File: config.mk
export PLATFORM = sky130hd
export DESIGN_NAME = atc_dev_flat
export DESIGN_NICKNAME = d
export VERILOG_FILES = /design/src/atc_pkg.sv /design/src/atc_link_if.sv /design/src/atc_opdec.sv /design/src/atc_dev.sv /design/src/flat_wrapper.sv
export VERILOG_INCLUDE_DIRS = /design/src
export SDC_FILE = /design/constraint.sdc
export NUM_CORES = 1
export LEC_CHECK = 0
export BUFFER_PORTS_ARGS = -buffer_cell sky130_fd_sc_hd__buf_2
export CAP_MARGIN = 20
export CORE_MARGIN = 2
export CORE_UTILIZATION = 35
export CTS_CLUSTER_DIAMETER = 50
export DETAILED_ROUTE_END_ITERATION = 16
export PLACE_DENSITY = 0.61
export RECOVER_POWER = 50
export SYNTH_ARGS = -nofsm -noshare
export SYNTH_HDL_FRONTEND = slang
export SYNTH_SLANG_ARGS = --single-unit
File: constraint.sdc
create_clock -name SYS_CLK -period 3.3 [get_ports SYS_CLK]
set_input_delay 0.165 -clock SYS_CLK [delete_from_list [all_inputs] [get_ports SYS_CLK]]
set_output_delay 0.165 -clock SYS_CLK [all_outputs]
set_load 0.01 [all_outputs]
File: src/atc_regs.svh
`ifndef ATC_REGS_SVH
`define ATC_REGS_SVH
// task file register addresses (3-bit, as on the ata address lines)
`define ATC_A_DATA      3'h0
`define ATC_A_ERROR     3'h1
`define ATC_A_SECCNT    3'h2
`define ATC_A_SECNUM    3'h3
`define ATC_A_CYLLO     3'h4
`define ATC_A_CYLHI     3'h5
`define ATC_A_DRVHEAD   3'h6
`define ATC_A_STATUS    3'h7
`define ATC_A_ALTSTAT   3'h6
`define ATC_A_DRVADDR   3'h7
// device control bits
`define ATC_DC_SOFT_RESET_REQUEST     2
`define ATC_DC_MASK     1
`define ATC_DC_ONE      3
// drive/head bits
`define ATC_DH_DRV      4
`define ATC_DH_HEAD_HI  3
// status bits
`define ATC_ST_BUSY     7
`define ATC_ST_RDY      6
`define ATC_ST_DSC      4
`define ATC_ST_ERR      0
// error register abort code
`define ATC_ERR_ABORT   8'h04
`define ATC_DIAG_PASS   8'h01
`define ATC_DRVHEAD_RST 8'hA0
`define ATC_DC_INIT     8'h08
// status words: ready with seek complete, busy, ready with error
`define ATC_STAT_READY  8'h50
`define ATC_STAT_BUSY   8'h80
`define ATC_STAT_ABORT  8'h51
// controller's own register port offsets
`define ATC_R_CMD       4'h0
`define ATC_R_ADDR      4'h1
`define ATC_R_WDATA     4'h2
`define ATC_R_RDATA     4'h3
`define ATC_R_STAT      4'h4
`define ATC_R_INTR      4'h5
`define ATC_ST_IDLE     2'h0
`endif

File: src/atc_pkg.sv
package atc_pkg;
  typedef enum logic [3:0] {
    ATC_OP_NONE     = 4'b0000,
    ATC_OP_PWRCHK   = 4'b0001,
    ATC_OP_DIAG     = 4'b0010,
    ATC_OP_ERASE    = 4'b0011,
    ATC_OP_WRNOERS  = 4'b0100,
    ATC_OP_WRMNOERS = 4'b0101,
    ATC_OP_MEDIA    = 4'b0110,
    ATC_OP_NODATA   = 4'b0111,
    ATC_OP_BAD      = 4'b1000
  } atc_op_e;
  typedef struct packed {
    atc_op_e op;
    logic    retry;
  } atc_dec_s;
endpackage

File: src/atc_link_if.sv
`timescale 1ns/1ps
`default_nettype none
// task file bus: host drives address and strobes, data is split in/out with an enable on read bit 7 only
interface atc_link_if;
  logic       cs_n;
  logic       ctl_sel;
  logic [2:0] addr;
  logic       wr;
  logic       rd;
  logic [7:0] wdata;
  logic [7:0] rdata;
  logic       rdata_oe7;
  logic       mem_mode;
  logic       irq_o;
  logic       irq_oe;
  modport dev  (input cs_n, ctl_sel, addr, wr, rd, wdata, mem_mode,
                output rdata, rdata_oe7, irq_o, irq_oe);
  modport host (output cs_n, ctl_sel, addr, wr, rd, wdata, mem_mode,
                input rdata, rdata_oe7, irq_o, irq_oe);
endinterface
`default_nettype wire

File: src/atc_opdec.sv
`timescale 1ns/1ps
`default_nettype none
module atc_opdec
  import atc_pkg::*;
(
  input  wire logic [7:0]       OPCODE,
  output atc_pkg::atc_dec_s     DEC
);
  import atc_pkg::*;
  function automatic atc_dec_s decode(input logic [7:0] c);
    atc_dec_s d;
    d.op    = ATC_OP_BAD;
    d.retry = 1'b1;
    // paired codes: first is with retry, second without
    case (c)
      8'hE5: d.op = ATC_OP_PWRCHK;
      8'h98: begin d.op = ATC_OP_PWRCHK; d.retry = 1'b0; end
      8'h90: d.op = ATC_OP_DIAG;
      8'hC0: d.op = ATC_OP_ERASE;
      8'hCD: d.op = ATC_OP_WRMNOERS;
      8'h38: d.op = ATC_OP_WRNOERS;
      8'h20, 8'h22, 8'h30, 8'h32, 8'h40: d.op = ATC_OP_MEDIA;
      8'h21, 8'h23, 8'h31, 8'h33, 8'h41: begin
        d.op    = ATC_OP_MEDIA;
        d.retry = 1'b0;
      end
      8'h50, 8'hC4, 8'hC5, 8'h87, 8'h3C: d.op = ATC_OP_MEDIA;
      8'hE3, 8'hE1, 8'hE6, 8'hE2, 8'hE0: d.op = ATC_OP_NODATA;
      8'h97, 8'h95, 8'h99, 8'h96, 8'h94: begin
        d.op    = ATC_OP_NODATA;
        d.retry = 1'b0;
      end
      8'hEC, 8'h91, 8'hE4, 8'h03, 8'hEF, 8'hC6, 8'hF5, 8'hE8: d.op = ATC_OP_NODATA;
      default: begin
        if (c[7:4] == 4'h1 || c[7:4] == 4'h7) begin
          d.op = ATC_OP_NODATA;
        end
      end
    endcase
    return d;
  endfunction
  assign DEC = decode(OPCODE);
endmodule
`default_nettype wire

File: src/atc_dev.sv
// The implementer's own choices: the address-and-strobe port and the register offsets.
`timescale 1ns/1ps
`default_nettype none
`include "atc_regs.svh"
module atc_dev
  import atc_pkg::*;
#(
  parameter int EXEC_CYCLES = 8,
  parameter int SOFT_RESET_REQUEST_CYCLES = 4
) (
  input  wire logic         SYS_CLK,
  input  wire logic         RESETN,
  atc_link_if.dev           LINK,
  input  wire logic         DRIVE_ID,
  input  wire logic         MEDIA_DONE,
  output logic              MEDIA_START,
  output atc_pkg::atc_op_e  MEDIA_OP,
  output logic              MEDIA_RETRY,
  output logic [27:0]       MEDIA_LBA,
  output logic [7:0]        MEDIA_COUNT
);
  import atc_pkg::*;

  typedef enum logic [1:0] {
    ATC_D_READY = 2'b00,
    ATC_D_EXEC  = 2'b01,
    ATC_D_SOFT_RESET_REQUEST  = 2'b10
  } atc_dstate_e;

  atc_dstate_e state_q;
  logic [7:0]  status_q, error_q, seccnt_q, secnum_q, cyllo_q, cylhi_q, drvhead_q;
  logic        mask_q, soft_reset_request_bit_q, pend_q;
  logic [7:0]  cnt_q;
  logic [7:0]  rdata_q;
  logic        oe7_q;
  atc_dec_s    dec;
  atc_op_e     op_q;
  logic        wr_tf, wr_ctl, rd_tf, rd_ctl, selected, cmd_wr, done_evt;

  atc_opdec u_dec (
    .OPCODE (LINK.wdata),
    .DEC    (dec)
  );

  assign wr_tf    = !LINK.cs_n && LINK.wr && !LINK.ctl_sel;
  assign wr_ctl   = !LINK.cs_n && LINK.wr && LINK.ctl_sel;
  assign rd_tf    = !LINK.cs_n && LINK.rd && !LINK.ctl_sel;
  assign rd_ctl   = !LINK.cs_n && LINK.rd && LINK.ctl_sel;
  assign selected = drvhead_q[`ATC_DH_DRV] == DRIVE_ID;
  // diagnostic addressed to drive 0 still runs here
  assign cmd_wr   = wr_tf && LINK.addr == `ATC_A_STATUS && state_q == ATC_D_READY
                    && (selected || dec.op == ATC_OP_DIAG);
  assign done_evt = state_q == ATC_D_EXEC && (cnt_q == 8'h00 || MEDIA_DONE);

  // device control: only bits 2:1 kept, 7:4 ignored
  always_ff @(posedge SYS_CLK) begin
    if (!RESETN) begin
      mask_q     <= 1'b0;
      soft_reset_request_bit_q <= 1'b0;
    end else if (wr_ctl && LINK.addr == `ATC_A_ALTSTAT) begin
      mask_q     <= LINK.wdata[`ATC_DC_MASK];
      soft_reset_request_bit_q <= LINK.wdata[`ATC_DC_SOFT_RESET_REQUEST];
    end
  end

  always_ff @(posedge SYS_CLK) begin
    if (!RESETN) begin
      seccnt_q  <= 8'h01;
      secnum_q  <= 8'h01;
      cyllo_q   <= 8'h00;
      cylhi_q   <= 8'h00;
      drvhead_q <= `ATC_DRVHEAD_RST;
    end else if (state_q == ATC_D_SOFT_RESET_REQUEST) begin
      seccnt_q  <= 8'h01;
      secnum_q  <= 8'h01;
      cyllo_q   <= 8'h00;
      cylhi_q   <= 8'h00;
      drvhead_q <= `ATC_DRVHEAD_RST;
    end else if (wr_tf) begin
      case (LINK.addr)
        `ATC_A_SECCNT:  seccnt_q  <= LINK.wdata;
        `ATC_A_SECNUM:  secnum_q  <= LINK.wdata;
        `ATC_A_CYLLO:   cyllo_q   <= LINK.wdata;
        `ATC_A_CYLHI:   cylhi_q   <= LINK.wdata;
        `ATC_A_DRVHEAD: drvhead_q <= LINK.wdata;
        default: ;
      endcase
    end
  end

  // command sequencing
  always_ff @(posedge SYS_CLK) begin
    if (!RESETN) begin
      state_q  <= ATC_D_READY;
      cnt_q    <= 8'h00;
      op_q     <= ATC_OP_NONE;
      status_q <= `ATC_STAT_READY;
      error_q  <= `ATC_DIAG_PASS;
    end else begin
      case (state_q)
        ATC_D_READY: begin
          if (wr_ctl && LINK.addr == `ATC_A_ALTSTAT && LINK.wdata[`ATC_DC_SOFT_RESET_REQUEST]) begin
            state_q  <= ATC_D_SOFT_RESET_REQUEST;
            cnt_q    <= 8'(SOFT_RESET_REQUEST_CYCLES);
            status_q <= `ATC_STAT_BUSY;
          end else if (cmd_wr) begin
            op_q <= dec.op;
            if (dec.op == ATC_OP_BAD) begin
              status_q <= `ATC_STAT_ABORT;
              error_q  <= `ATC_ERR_ABORT;
            end else begin
              state_q  <= ATC_D_EXEC;
              cnt_q    <= 8'(EXEC_CYCLES);
              status_q <= `ATC_STAT_BUSY;
              error_q  <= 8'h00;
            end
          end
        end
        ATC_D_EXEC: begin
          if (wr_ctl && LINK.addr == `ATC_A_ALTSTAT && LINK.wdata[`ATC_DC_SOFT_RESET_REQUEST]) begin
            state_q  <= ATC_D_SOFT_RESET_REQUEST;
            cnt_q    <= 8'(SOFT_RESET_REQUEST_CYCLES);
          end else if (done_evt) begin
            state_q  <= ATC_D_READY;
            status_q <= `ATC_STAT_READY;
            // power query leaves the sector count as the host wrote it
            if (op_q == ATC_OP_DIAG) begin
              error_q <= `ATC_DIAG_PASS;
            end
          end else begin
            cnt_q <= cnt_q - 8'h01;
          end
        end
        ATC_D_SOFT_RESET_REQUEST: begin
          // held while bit2 stays set, then back to ready
          if (soft_reset_request_bit_q) begin
            cnt_q <= 8'(SOFT_RESET_REQUEST_CYCLES);
          end else if (cnt_q == 8'h00) begin
            state_q  <= ATC_D_READY;
            status_q <= `ATC_STAT_READY;
            error_q  <= `ATC_DIAG_PASS;
          end else begin
            cnt_q <= cnt_q - 8'h01;
          end
        end
        default: state_q <= ATC_D_READY;
      endcase
    end
  end

  // interrupt pending; completion wins over a clearing status read
  always_ff @(posedge SYS_CLK) begin
    if (!RESETN) begin
      pend_q <= 1'b0;
    end else if (state_q == ATC_D_SOFT_RESET_REQUEST) begin
      pend_q <= 1'b0;
    end else if (done_evt || (cmd_wr && dec.op == ATC_OP_BAD)) begin
      pend_q <= 1'b1;
    end else if (rd_tf && LINK.addr == `ATC_A_STATUS) begin
      pend_q <= 1'b0;
    end
  end

  // read data one cycle after strobe
  always_ff @(posedge SYS_CLK) begin
    if (!RESETN) begin
      rdata_q <= 8'h00;
      oe7_q   <= 1'b0;
    end else begin
      oe7_q <= 1'b1;
      if (rd_ctl && LINK.addr == `ATC_A_DRVADDR) begin
        oe7_q   <= 1'b0;
        rdata_q <= {1'b0, 1'b1, ~drvhead_q[`ATC_DH_HEAD_HI:0],
                    ~(selected && DRIVE_ID), ~(selected && !DRIVE_ID)};
      end else if (rd_ctl || (rd_tf && LINK.addr == `ATC_A_STATUS)) begin
        rdata_q <= status_q;
      end else if (rd_tf) begin
        case (LINK.addr)
          `ATC_A_ERROR:   rdata_q <= error_q;
          `ATC_A_SECCNT:  rdata_q <= seccnt_q;
          `ATC_A_SECNUM:  rdata_q <= secnum_q;
          `ATC_A_CYLLO:   rdata_q <= cyllo_q;
          `ATC_A_CYLHI:   rdata_q <= cylhi_q;
          `ATC_A_DRVHEAD: rdata_q <= drvhead_q;
          default:        rdata_q <= 8'h00;
        endcase
      end
    end
  end

  assign LINK.rdata     = rdata_q;
  assign LINK.rdata_oe7 = oe7_q;
  assign LINK.irq_o     = 1'b0;
  // memory mode drives the line regardless of the mask
  assign LINK.irq_oe    = pend_q && selected && (LINK.mem_mode || !mask_q);

  always_ff @(posedge SYS_CLK) begin
    if (!RESETN) begin
      MEDIA_START <= 1'b0;
      MEDIA_OP    <= ATC_OP_NONE;
      MEDIA_RETRY <= 1'b1;
      MEDIA_LBA   <= 28'h000_0000;
      MEDIA_COUNT <= 8'h00;
    end else begin
      MEDIA_START <= cmd_wr && dec.op != ATC_OP_BAD;
      if (cmd_wr) begin
        MEDIA_OP    <= dec.op;
        MEDIA_RETRY <= dec.retry;
        MEDIA_LBA   <= {drvhead_q[`ATC_DH_HEAD_HI:0], cylhi_q, cyllo_q, secnum_q};
        MEDIA_COUNT <= seccnt_q;
      end
    end
  end
endmodule
`default_nettype wire

File: src/flat_wrapper.sv
// flat-port wrapper written by rule: the top's interface ports become plain ports
module atc_dev_flat import atc_pkg::*;
#(
  parameter int EXEC_CYCLES = 8,
  parameter int SOFT_RESET_REQUEST_CYCLES = 4
)
  (SYS_CLK, RESETN, DRIVE_ID, MEDIA_DONE, MEDIA_START, MEDIA_OP, MEDIA_RETRY, MEDIA_LBA, MEDIA_COUNT, LINK_cs_n, LINK_ctl_sel, LINK_addr, LINK_wr, LINK_rd, LINK_wdata, LINK_mem_mode, LINK_rdata, LINK_rdata_oe7, LINK_irq_o, LINK_irq_oe);
  atc_link_if LINK_i ();
  input  wire logic SYS_CLK;
  input  wire logic RESETN;
  input  wire logic DRIVE_ID;
  input  wire logic MEDIA_DONE;
  output logic MEDIA_START;
  output atc_pkg::atc_op_e MEDIA_OP;
  output logic MEDIA_RETRY;
  output logic [27:0] MEDIA_LBA;
  output logic [7:0] MEDIA_COUNT;
  input wire logic [$bits(LINK_i.cs_n)-1:0] LINK_cs_n;
  input wire logic [$bits(LINK_i.ctl_sel)-1:0] LINK_ctl_sel;
  input wire logic [$bits(LINK_i.addr)-1:0] LINK_addr;
  input wire logic [$bits(LINK_i.wr)-1:0] LINK_wr;
  input wire logic [$bits(LINK_i.rd)-1:0] LINK_rd;
  input wire logic [$bits(LINK_i.wdata)-1:0] LINK_wdata;
  input wire logic [$bits(LINK_i.mem_mode)-1:0] LINK_mem_mode;
  output wire logic [$bits(LINK_i.rdata)-1:0] LINK_rdata;
  output wire logic [$bits(LINK_i.rdata_oe7)-1:0] LINK_rdata_oe7;
  output wire logic [$bits(LINK_i.irq_o)-1:0] LINK_irq_o;
  output wire logic [$bits(LINK_i.irq_oe)-1:0] LINK_irq_oe;
  assign LINK_i.cs_n = LINK_cs_n;
  assign LINK_i.ctl_sel = LINK_ctl_sel;
  assign LINK_i.addr = LINK_addr;
  assign LINK_i.wr = LINK_wr;
  assign LINK_i.rd = LINK_rd;
  assign LINK_i.wdata = LINK_wdata;
  assign LINK_i.mem_mode = LINK_mem_mode;
  assign LINK_rdata = LINK_i.rdata;
  assign LINK_rdata_oe7 = LINK_i.rdata_oe7;
  assign LINK_irq_o = LINK_i.irq_o;
  assign LINK_irq_oe = LINK_i.irq_oe;
  atc_dev #(.EXEC_CYCLES(EXEC_CYCLES), .SOFT_RESET_REQUEST_CYCLES(SOFT_RESET_REQUEST_CYCLES)) u_core (.SYS_CLK(SYS_CLK), .RESETN(RESETN), .LINK(LINK_i), .DRIVE_ID(DRIVE_ID), .MEDIA_DONE(MEDIA_DONE), .MEDIA_START(MEDIA_START), .MEDIA_OP(MEDIA_OP), .MEDIA_RETRY(MEDIA_RETRY), .MEDIA_LBA(MEDIA_LBA), .MEDIA_COUNT(MEDIA_COUNT));
endmodule
# Word level (Yosys, flattened, before mapping)
# Index checks and enable logic that the tools add are counted.
[totals]
ff_bits = 124
output_inout_bits = 53
elab_cells = 189
[classes]
n_addsub = 1
n_eq_ne = 67
muxes = 43
n_bitwise = 5
n_reduce_logical = 52
[op_table]
columns = ["cell", "count"]
rows = [
  ["8-bit equality test (second input constant)", 25],
  ["8-bit 2-to-1 mux", 23],
  ["8-bit by 6-bit equality test with 1-bit output (second input constant)", 10],
  ["8-bit one-hot mux with 3 select lines", 3],
  ["8-bit one-hot mux with 6 select lines", 1],
  ["4-bit one-hot mux with 7 select lines", 1],
  ["8-bit by 7-bit equality test with 1-bit output (second input constant)", 3],
  ["1-bit logical AND", 20],
  ["18-bit OR reduction", 1],
  ["15-bit OR reduction", 1],
  ["2-bit 2-to-1 mux", 7],
  ["3-bit equality test (second input constant)", 4],
  ["11-bit OR reduction", 1],
  ["2-bit AND reduction", 5],
  ["5-bit AND reduction", 2],
  ["3-bit by 2-bit inequality test with 1-bit output (second input constant)", 3],
  ["4-bit by 2-bit equality test with 1-bit output (second input constant)", 2],
  ["8-bit by 2-bit equality test with 1-bit output (second input constant)", 1],
  ["8-bit zero test", 1],
  ["2-bit inequality test (second input constant)", 4],
  ["8-bit AND reduction", 1],
  ["8-bit by 1-bit subtractor with 8-bit output (second input constant)", 1],
  ["7-bit 2-to-1 mux", 1],
  ["3-bit by 2-bit equality test with 1-bit output (second input constant)", 2],
  ["24 further kinds", 45],
]

# Logic depth before layout (Yosys ltp)
[logic_depth]
ltp_word = 10
mapped_depth = 9
mapped_depth_nobuf = 9

# By module
# Synthesis repeated with hierarchy kept, for this count alone.
[hier_totals]
cells_unflattened = 689
area_unflattened_um2 = 5639.2
[by_module_without_submodules]
columns = ["module", "n_inst", "cells_per_inst", "area_per_inst_um2", "seq_area_each_um2"]
rows = [
  ["atc_dev", 1, 616, 5119.9, 2262.2],
  ["atc_opdec", 1, 73, 519.2, 0.0],
]

# Worst setup path after synthesis
# OpenSTA, ideal clock, no wires.
[synth_timing]
kind = "input -> register"
start = "input port LINK_wdata[0]"
end = "register u_core.status_q[0]"
setup_time_ns = 0.070
t_arrival_ns = 2.291
required_ns = 3.230
setup_slack_ns = 0.938
cell_stages = 7
n_path_buf = 0
path_cell_list = "or3_1 or4_1 o21ai_1 nand4_1 a221o_1 or4b_1 a21oi_1"
[synth_via]
elab_chain_cells = 8
word_cells_on_any_way = 53
cone_classes = "42 x eq/ne; 5 x mux; 6 x reduce/logical"
[synth_lines]
columns = ["item", "line", "text"]
rows = [
  ["start, declared", "flat_wrapper.sv:23", "input wire logic [$bits(LINK_i.wdata)-1:0] LINK_wdata;"],
  ["8-bit equality test, or another cell as far along", "atc_opdec.sv:15", "case (c)"],
  ["18-bit OR reduction (no line), or another cell as far along", "n/a", ""],
  ["4-bit one-hot mux with 7 select lines (*)", "atc_opdec.sv:15", ""],
  ["4-bit equality test / 4-bit by 2-bit equality test with 1-bit output (equally long branches)", "atc_dev.sv:108, atc_dev.sv:52", ""],
  ["8-bit 2-to-1 mux / 1-bit logical OR (equally long branches)", "atc_dev.sv:108, atc_dev.sv:52", ""],
  ["8-bit 2-to-1 mux / 1-bit logical AND (equally long branches)", "atc_dev.sv:106, atc_dev.sv:51", ""],
  ["8-bit 2-to-1 mux / 3-bit by 2-bit inequality test with 1-bit output (equally long branches)", "n/a", ""],
  ["8-bit one-hot mux with 3 select lines / 6-bit AND reduction (equally long branches)", "n/a", ""],
  ["end signal, assigned", "atc_dev.sv:105", "status_q <= `ATC_STAT_BUSY;"],
  ["end signal, assigned", "atc_dev.sv:109", "status_q <= `ATC_STAT_ABORT;"],
  ["end signal, assigned", "atc_dev.sv:114", "status_q <= `ATC_STAT_BUSY;"],
  ["end, declared", "atc_dev.sv:31", "logic [7:0] status_q, error_q, seccnt_q, secnum_q, cyllo_q, cylhi_q, drvhead_q;"],
]
# Mark *: on every way between the ends. The rest lies on a longest branch, timed or not. The select of a mux whose other input is x is not followed.
# A chain may end at the register's enable or synchronous reset.

# Worst setup path in the final report
[layout_timing]
start = "input port LINK_wdata[0]"
end = "register u_core.error_q[2]"
[layout_via]
elab_chain_cells = 8
word_cells_on_any_way = 53
cone_classes = "42 x eq/ne; 5 x mux; 6 x reduce/logical"
[layout_lines]
columns = ["item", "line", "text"]
rows = [
  ["8-bit equality test, or another cell as far along", "atc_opdec.sv:15", ""],
  ["18-bit OR reduction (no line), or another cell as far along", "n/a", ""],
  ["4-bit one-hot mux with 7 select lines (*)", "atc_opdec.sv:15", ""],
  ["4-bit equality test / 4-bit by 2-bit equality test with 1-bit output (equally long branches)", "atc_dev.sv:108, atc_dev.sv:52", ""],
  ["3-bit 2-to-1 mux / 1-bit logical OR (equally long branches)", "atc_dev.sv:108, atc_dev.sv:52", ""],
  ["8-bit 2-to-1 mux / 1-bit logical AND (equally long branches)", "atc_dev.sv:106, atc_dev.sv:51", ""],
  ["8-bit 2-to-1 mux / 2-bit by 1-bit inequality test with 1-bit output (equally long branches)", "n/a", ""],
  ["8-bit one-hot mux with 3 select lines / 8-bit AND reduction (equally long branches)", "n/a", ""],
  ["end signal, assigned", "atc_dev.sv:98", "error_q <= `ATC_DIAG_PASS;"],
  ["end signal, assigned", "atc_dev.sv:110", "error_q <= `ATC_ERR_ABORT;"],
  ["end signal, assigned", "atc_dev.sv:128", "error_q <= `ATC_DIAG_PASS;"],
  ["end, declared", "atc_dev.sv:31", ""],
]
# Marks and branches as above.

==> flow_metrics.py <==
metrics = {
    "sta": {
        "slew_violations": 0,
        "max_freq_ghz": 0.3932,
        "setup_ws_ps": 756.9,
        "rsz0062_at_grt": "no",
        "tns_ps": 0,
        "maxSlewHeadroom_pct": 34.98,
        "hold_violations": 0,
        "setup_viol": 0,
        "skew_ps": 7.020,
        "worst_pin_slew_ps": 975.3,
        "post-route-period-util_pct": 77.06,
        "min_period_ps": 2543,
    },
    "yosys": {
        "synth-edff-count": 0,
        "ys_seq_elements": 113,
        "synth_common_cells": "nand2_1 (121), dfxtp_1 (113), a21oi_1 (81)",
        "synthMostInstantiatedCell": "nand2_1",
        "async_flop_share_pct": 0,
        "synth.area.top_cells": "dfxtp_1 (42%), nand2_1 (8.5%), a21oi_1 (7.6%), mux2i_1 (4.7%), nor2_1 (4.4%)",
        "synth.avg_cell_area_um2": 7.967,
        "synth_cell_types": 64,
        "syn_inst": 669,
        "ys_seq_area_share_pct": 42.44,
        "synthesis.area_um2": 5330,
        "synthFlopType": "dfxtp_1",
        "synth_top_area_share_pct": 42.44,
        "yosys_warnings": 0,
        "syn-num-nets": 697,
        "yosys.area.top_type": "dfxtp_1",
    },
    "clocking": {
        "hold_buffers": 0,
        "clk_latency_ps": 430,
        "cts.path.max_buffers": 2,
        "cts.clk_slew.worst_paths_ps": 50,
        "cts.htree.levels": 4,
        "cts_buffers": 17,
        "cts_tree": "done",
        "clkSinkCount": 113,
        "root_buffer": "clkbuf_16",
        "cts_setup_buffers": 0,
        "cts.repair.resized": 0,
    },
    "global_routing": {
        "grt_pass1_wl_um": 25320,
        "grt_use_total_pct": 20.04,
        "grt_max_degree": 37,
        "grt_overflow_total": 0,
        "antenna_found_initial": 0,
        "grt_pass1_vias": 4692,
    },
    "layout": {
        "finalNetCount": 751,
        "syn_to_final_growth_pct": 18.57,
        "final_area_um2": 6320,
        "nFillCells": 1552,
        "diodes": 0,
        "drive_gt1_share_pct": 8.731,
        "layoutNonFillerInstCount": 921,
    },
    "power_and_ir_drop": {
        "powerDensity_nw_per_um2": 533.5,
        "finalPower_uw": 3372,
        "ir_worst_vdd_v": 0.0003746,
        "p_int_uw": 2594,
        "power.leakage_uw": 0.002386,
        "pwr-share-clk_pct": 52.8,
        "p_seq_share_pct": 41.2,
        "power_switching_uw": 778.0,
        "power.share.switching_pct": 23.07,
        "combPwrFrac_pct": 6.1,
    },
    "critical_path": {
        "crit_type": "input pin to flip-flop",
        "critPathArrivalTime_ps": 2830,
        "cp_max_fo": 34,
        "crit_path_start_kind": "input pin",
        "required_ps": 3590,
        "worst_setup_path_end_kind": "flip-flop",
    },
    "placement": {
        "dpl_cell_area_um2": 5833,
        "dp.final_hpwl_um": 11280,
        "port-buffer-count": 71,
        "routabilityCongestion": 0.9168,
        "pre_cts_slack_ps": 311.3,
        "dp_cells": 892,
    },
    "floorplan": {
        "die_x_um": 127.4,
        "start_util_pct": 35.46,
        "ios": 73,
        "fp.coreArea_um2": 15030,
        "dieHeight_um": 127.4,
        "die_area_um2": 16230,
        "rows": 45,
    },
    "drt": {
        "drt-total-wl_um": 15970,
        "vias": 5024,
        "drc": 0,
        "ant_nets": 0,
        "via_per_inst": 5.455,
        "first_pass_iters": 5,
        "drt_iter0_drc": 428,
        "post_drt_wl_per_cell_um": 17.34,
    },
    "job": {
        "drv_cap": 0,
    },
    "outcome": {
        "status": "finished, final reports clean",
    },
    "hold_path": {
        "worstHoldPathType": "input pin to flip-flop",
    },
}
metrics by stage:
stage	utilization (%)	hold WS (ps)
2_1_floorplan	-	327.6
3_3_place_gp	38.80	440.3
3_5_place_dp	38.80	444.1
4_1_cts	42.53	79.82
5_1_grt	42.04	88.94
6_report	42.04	87.30
worst paths after layout:
check                 startpoint             endpoint  slack, ps  cells past startpoint
max                LINK_wdata[0]    u_core.error_q[2]        760                      9
min reg2reg  u_core.MEDIA_LBA[0]  u_core.MEDIA_LBA[0]        450                      2
max reg2reg  u_core.drvhead_q[4]    u_core.error_q[2]        850                      8
min                       RESETN    u_core.error_q[0]         90                      2
metal layers:
metal | routed length [um] | up-vias | part of all wire, % | global-route usage (%)
li1 | - | 2476 | - | -
met2 | 7133 | 153 | 45 | 30.89
met5 | 0 | - | 0 | 0
met4 | 342 | 0 | 2.1 | 7.692
met1 | 7653 | 2367 | 48 | 27.30
met3 | 836 | 28 | 5.2 | 4.564
sequential cells by signal (all words and copies together) (netlist names), 8 cells and up:
signal              flops
u_core.cylhi_q          8
u_core.LINK.rdata       8
u_core.MEDIA_LBA       28
u_core.drvhead_q        8
u_core.cnt_q            8
u_core.cyllo_q          8
u_core.seccnt_q         8
u_core.secnum_q         8
u_core.MEDIA_COUNT      8
worst max-delay path: stages:
cell	delay [ps]
buf_2	170
or3_1	450
or4_1	520
o21ai_1	170
nand4_1	210
buf_4	330
a211oi_1	500
mux2i_1	260
nor2_1	50
area by class of cell:
class                           instances  area [um2]  area share (%)
Clock buffer                           23       478.0           7.563
Sequential cell                       113        2262           35.79
Multi-Input combinational cell        494        2830           44.78
Tap cell                              188       235.2           3.722
Clock inverter                          6       82.58           1.307
Inverter                               12       45.04          0.7127
Timing Repair Buffer                   85       386.6           6.118
power by group through the flow:
| stage | clock network (uW) | registers, uW | logic (uW) |
|---|---|---|---|
| after global routing | 1860 | 1390 | 225 |
| after global placement | 0 | 1420 | 204 |
| final | 1780 | 1390 | 204 |
| after floorplan | 0 | 1420 | 136 |
| after CTS | 1800 | 1390 | 205 |
| after detailed placement | 0 | 1420 | 204 |
kinds of logic (layout without fill, tap and decap cells):
kind of cell,count (synthesis),count (layout),share of synthesized area [%]
buf+inv,62,126,4.460
other cells,1,1,0.07035
mux,32,32,6.174
fa+ha+maj,9,9,2.066
xor+xnor,2,2,0.3287
compound gates,165,165,19.67
simple gates,285,285,24.79
flops,113,113,42.44
cells in the final DEF, fill, tap and decap left out, types with 4 or more instances in the layout:
cell       Yosys  routed
nor2b_1       13      13
a22o_1         4       4
clkbuf_1      47      58
nand2b_1      12      12
o21ai_0       13      14
a222oi_1       4       4
inv_1         11      11
nand2_1      121     121
nor2_1        62      62
o221ai_1       5       5
nor3_1        11      11
a211oi_1       4       4
o211ai_1       8       8
o21ai_1        6       5
nand3_1       28      28
a21oi_1       81      81
nor4_1         6       6
and2_1         6       6
mux2i_1       25      25
clkbuf_16      0      17
buf_2          1      18
ha_1           8       8
mux2_2         7       7
a221oi_1       4       4
buf_4          1      12
a22oi_1        4       4
dfxtp_1      113     113
Power figures use the tool's default switching activity.
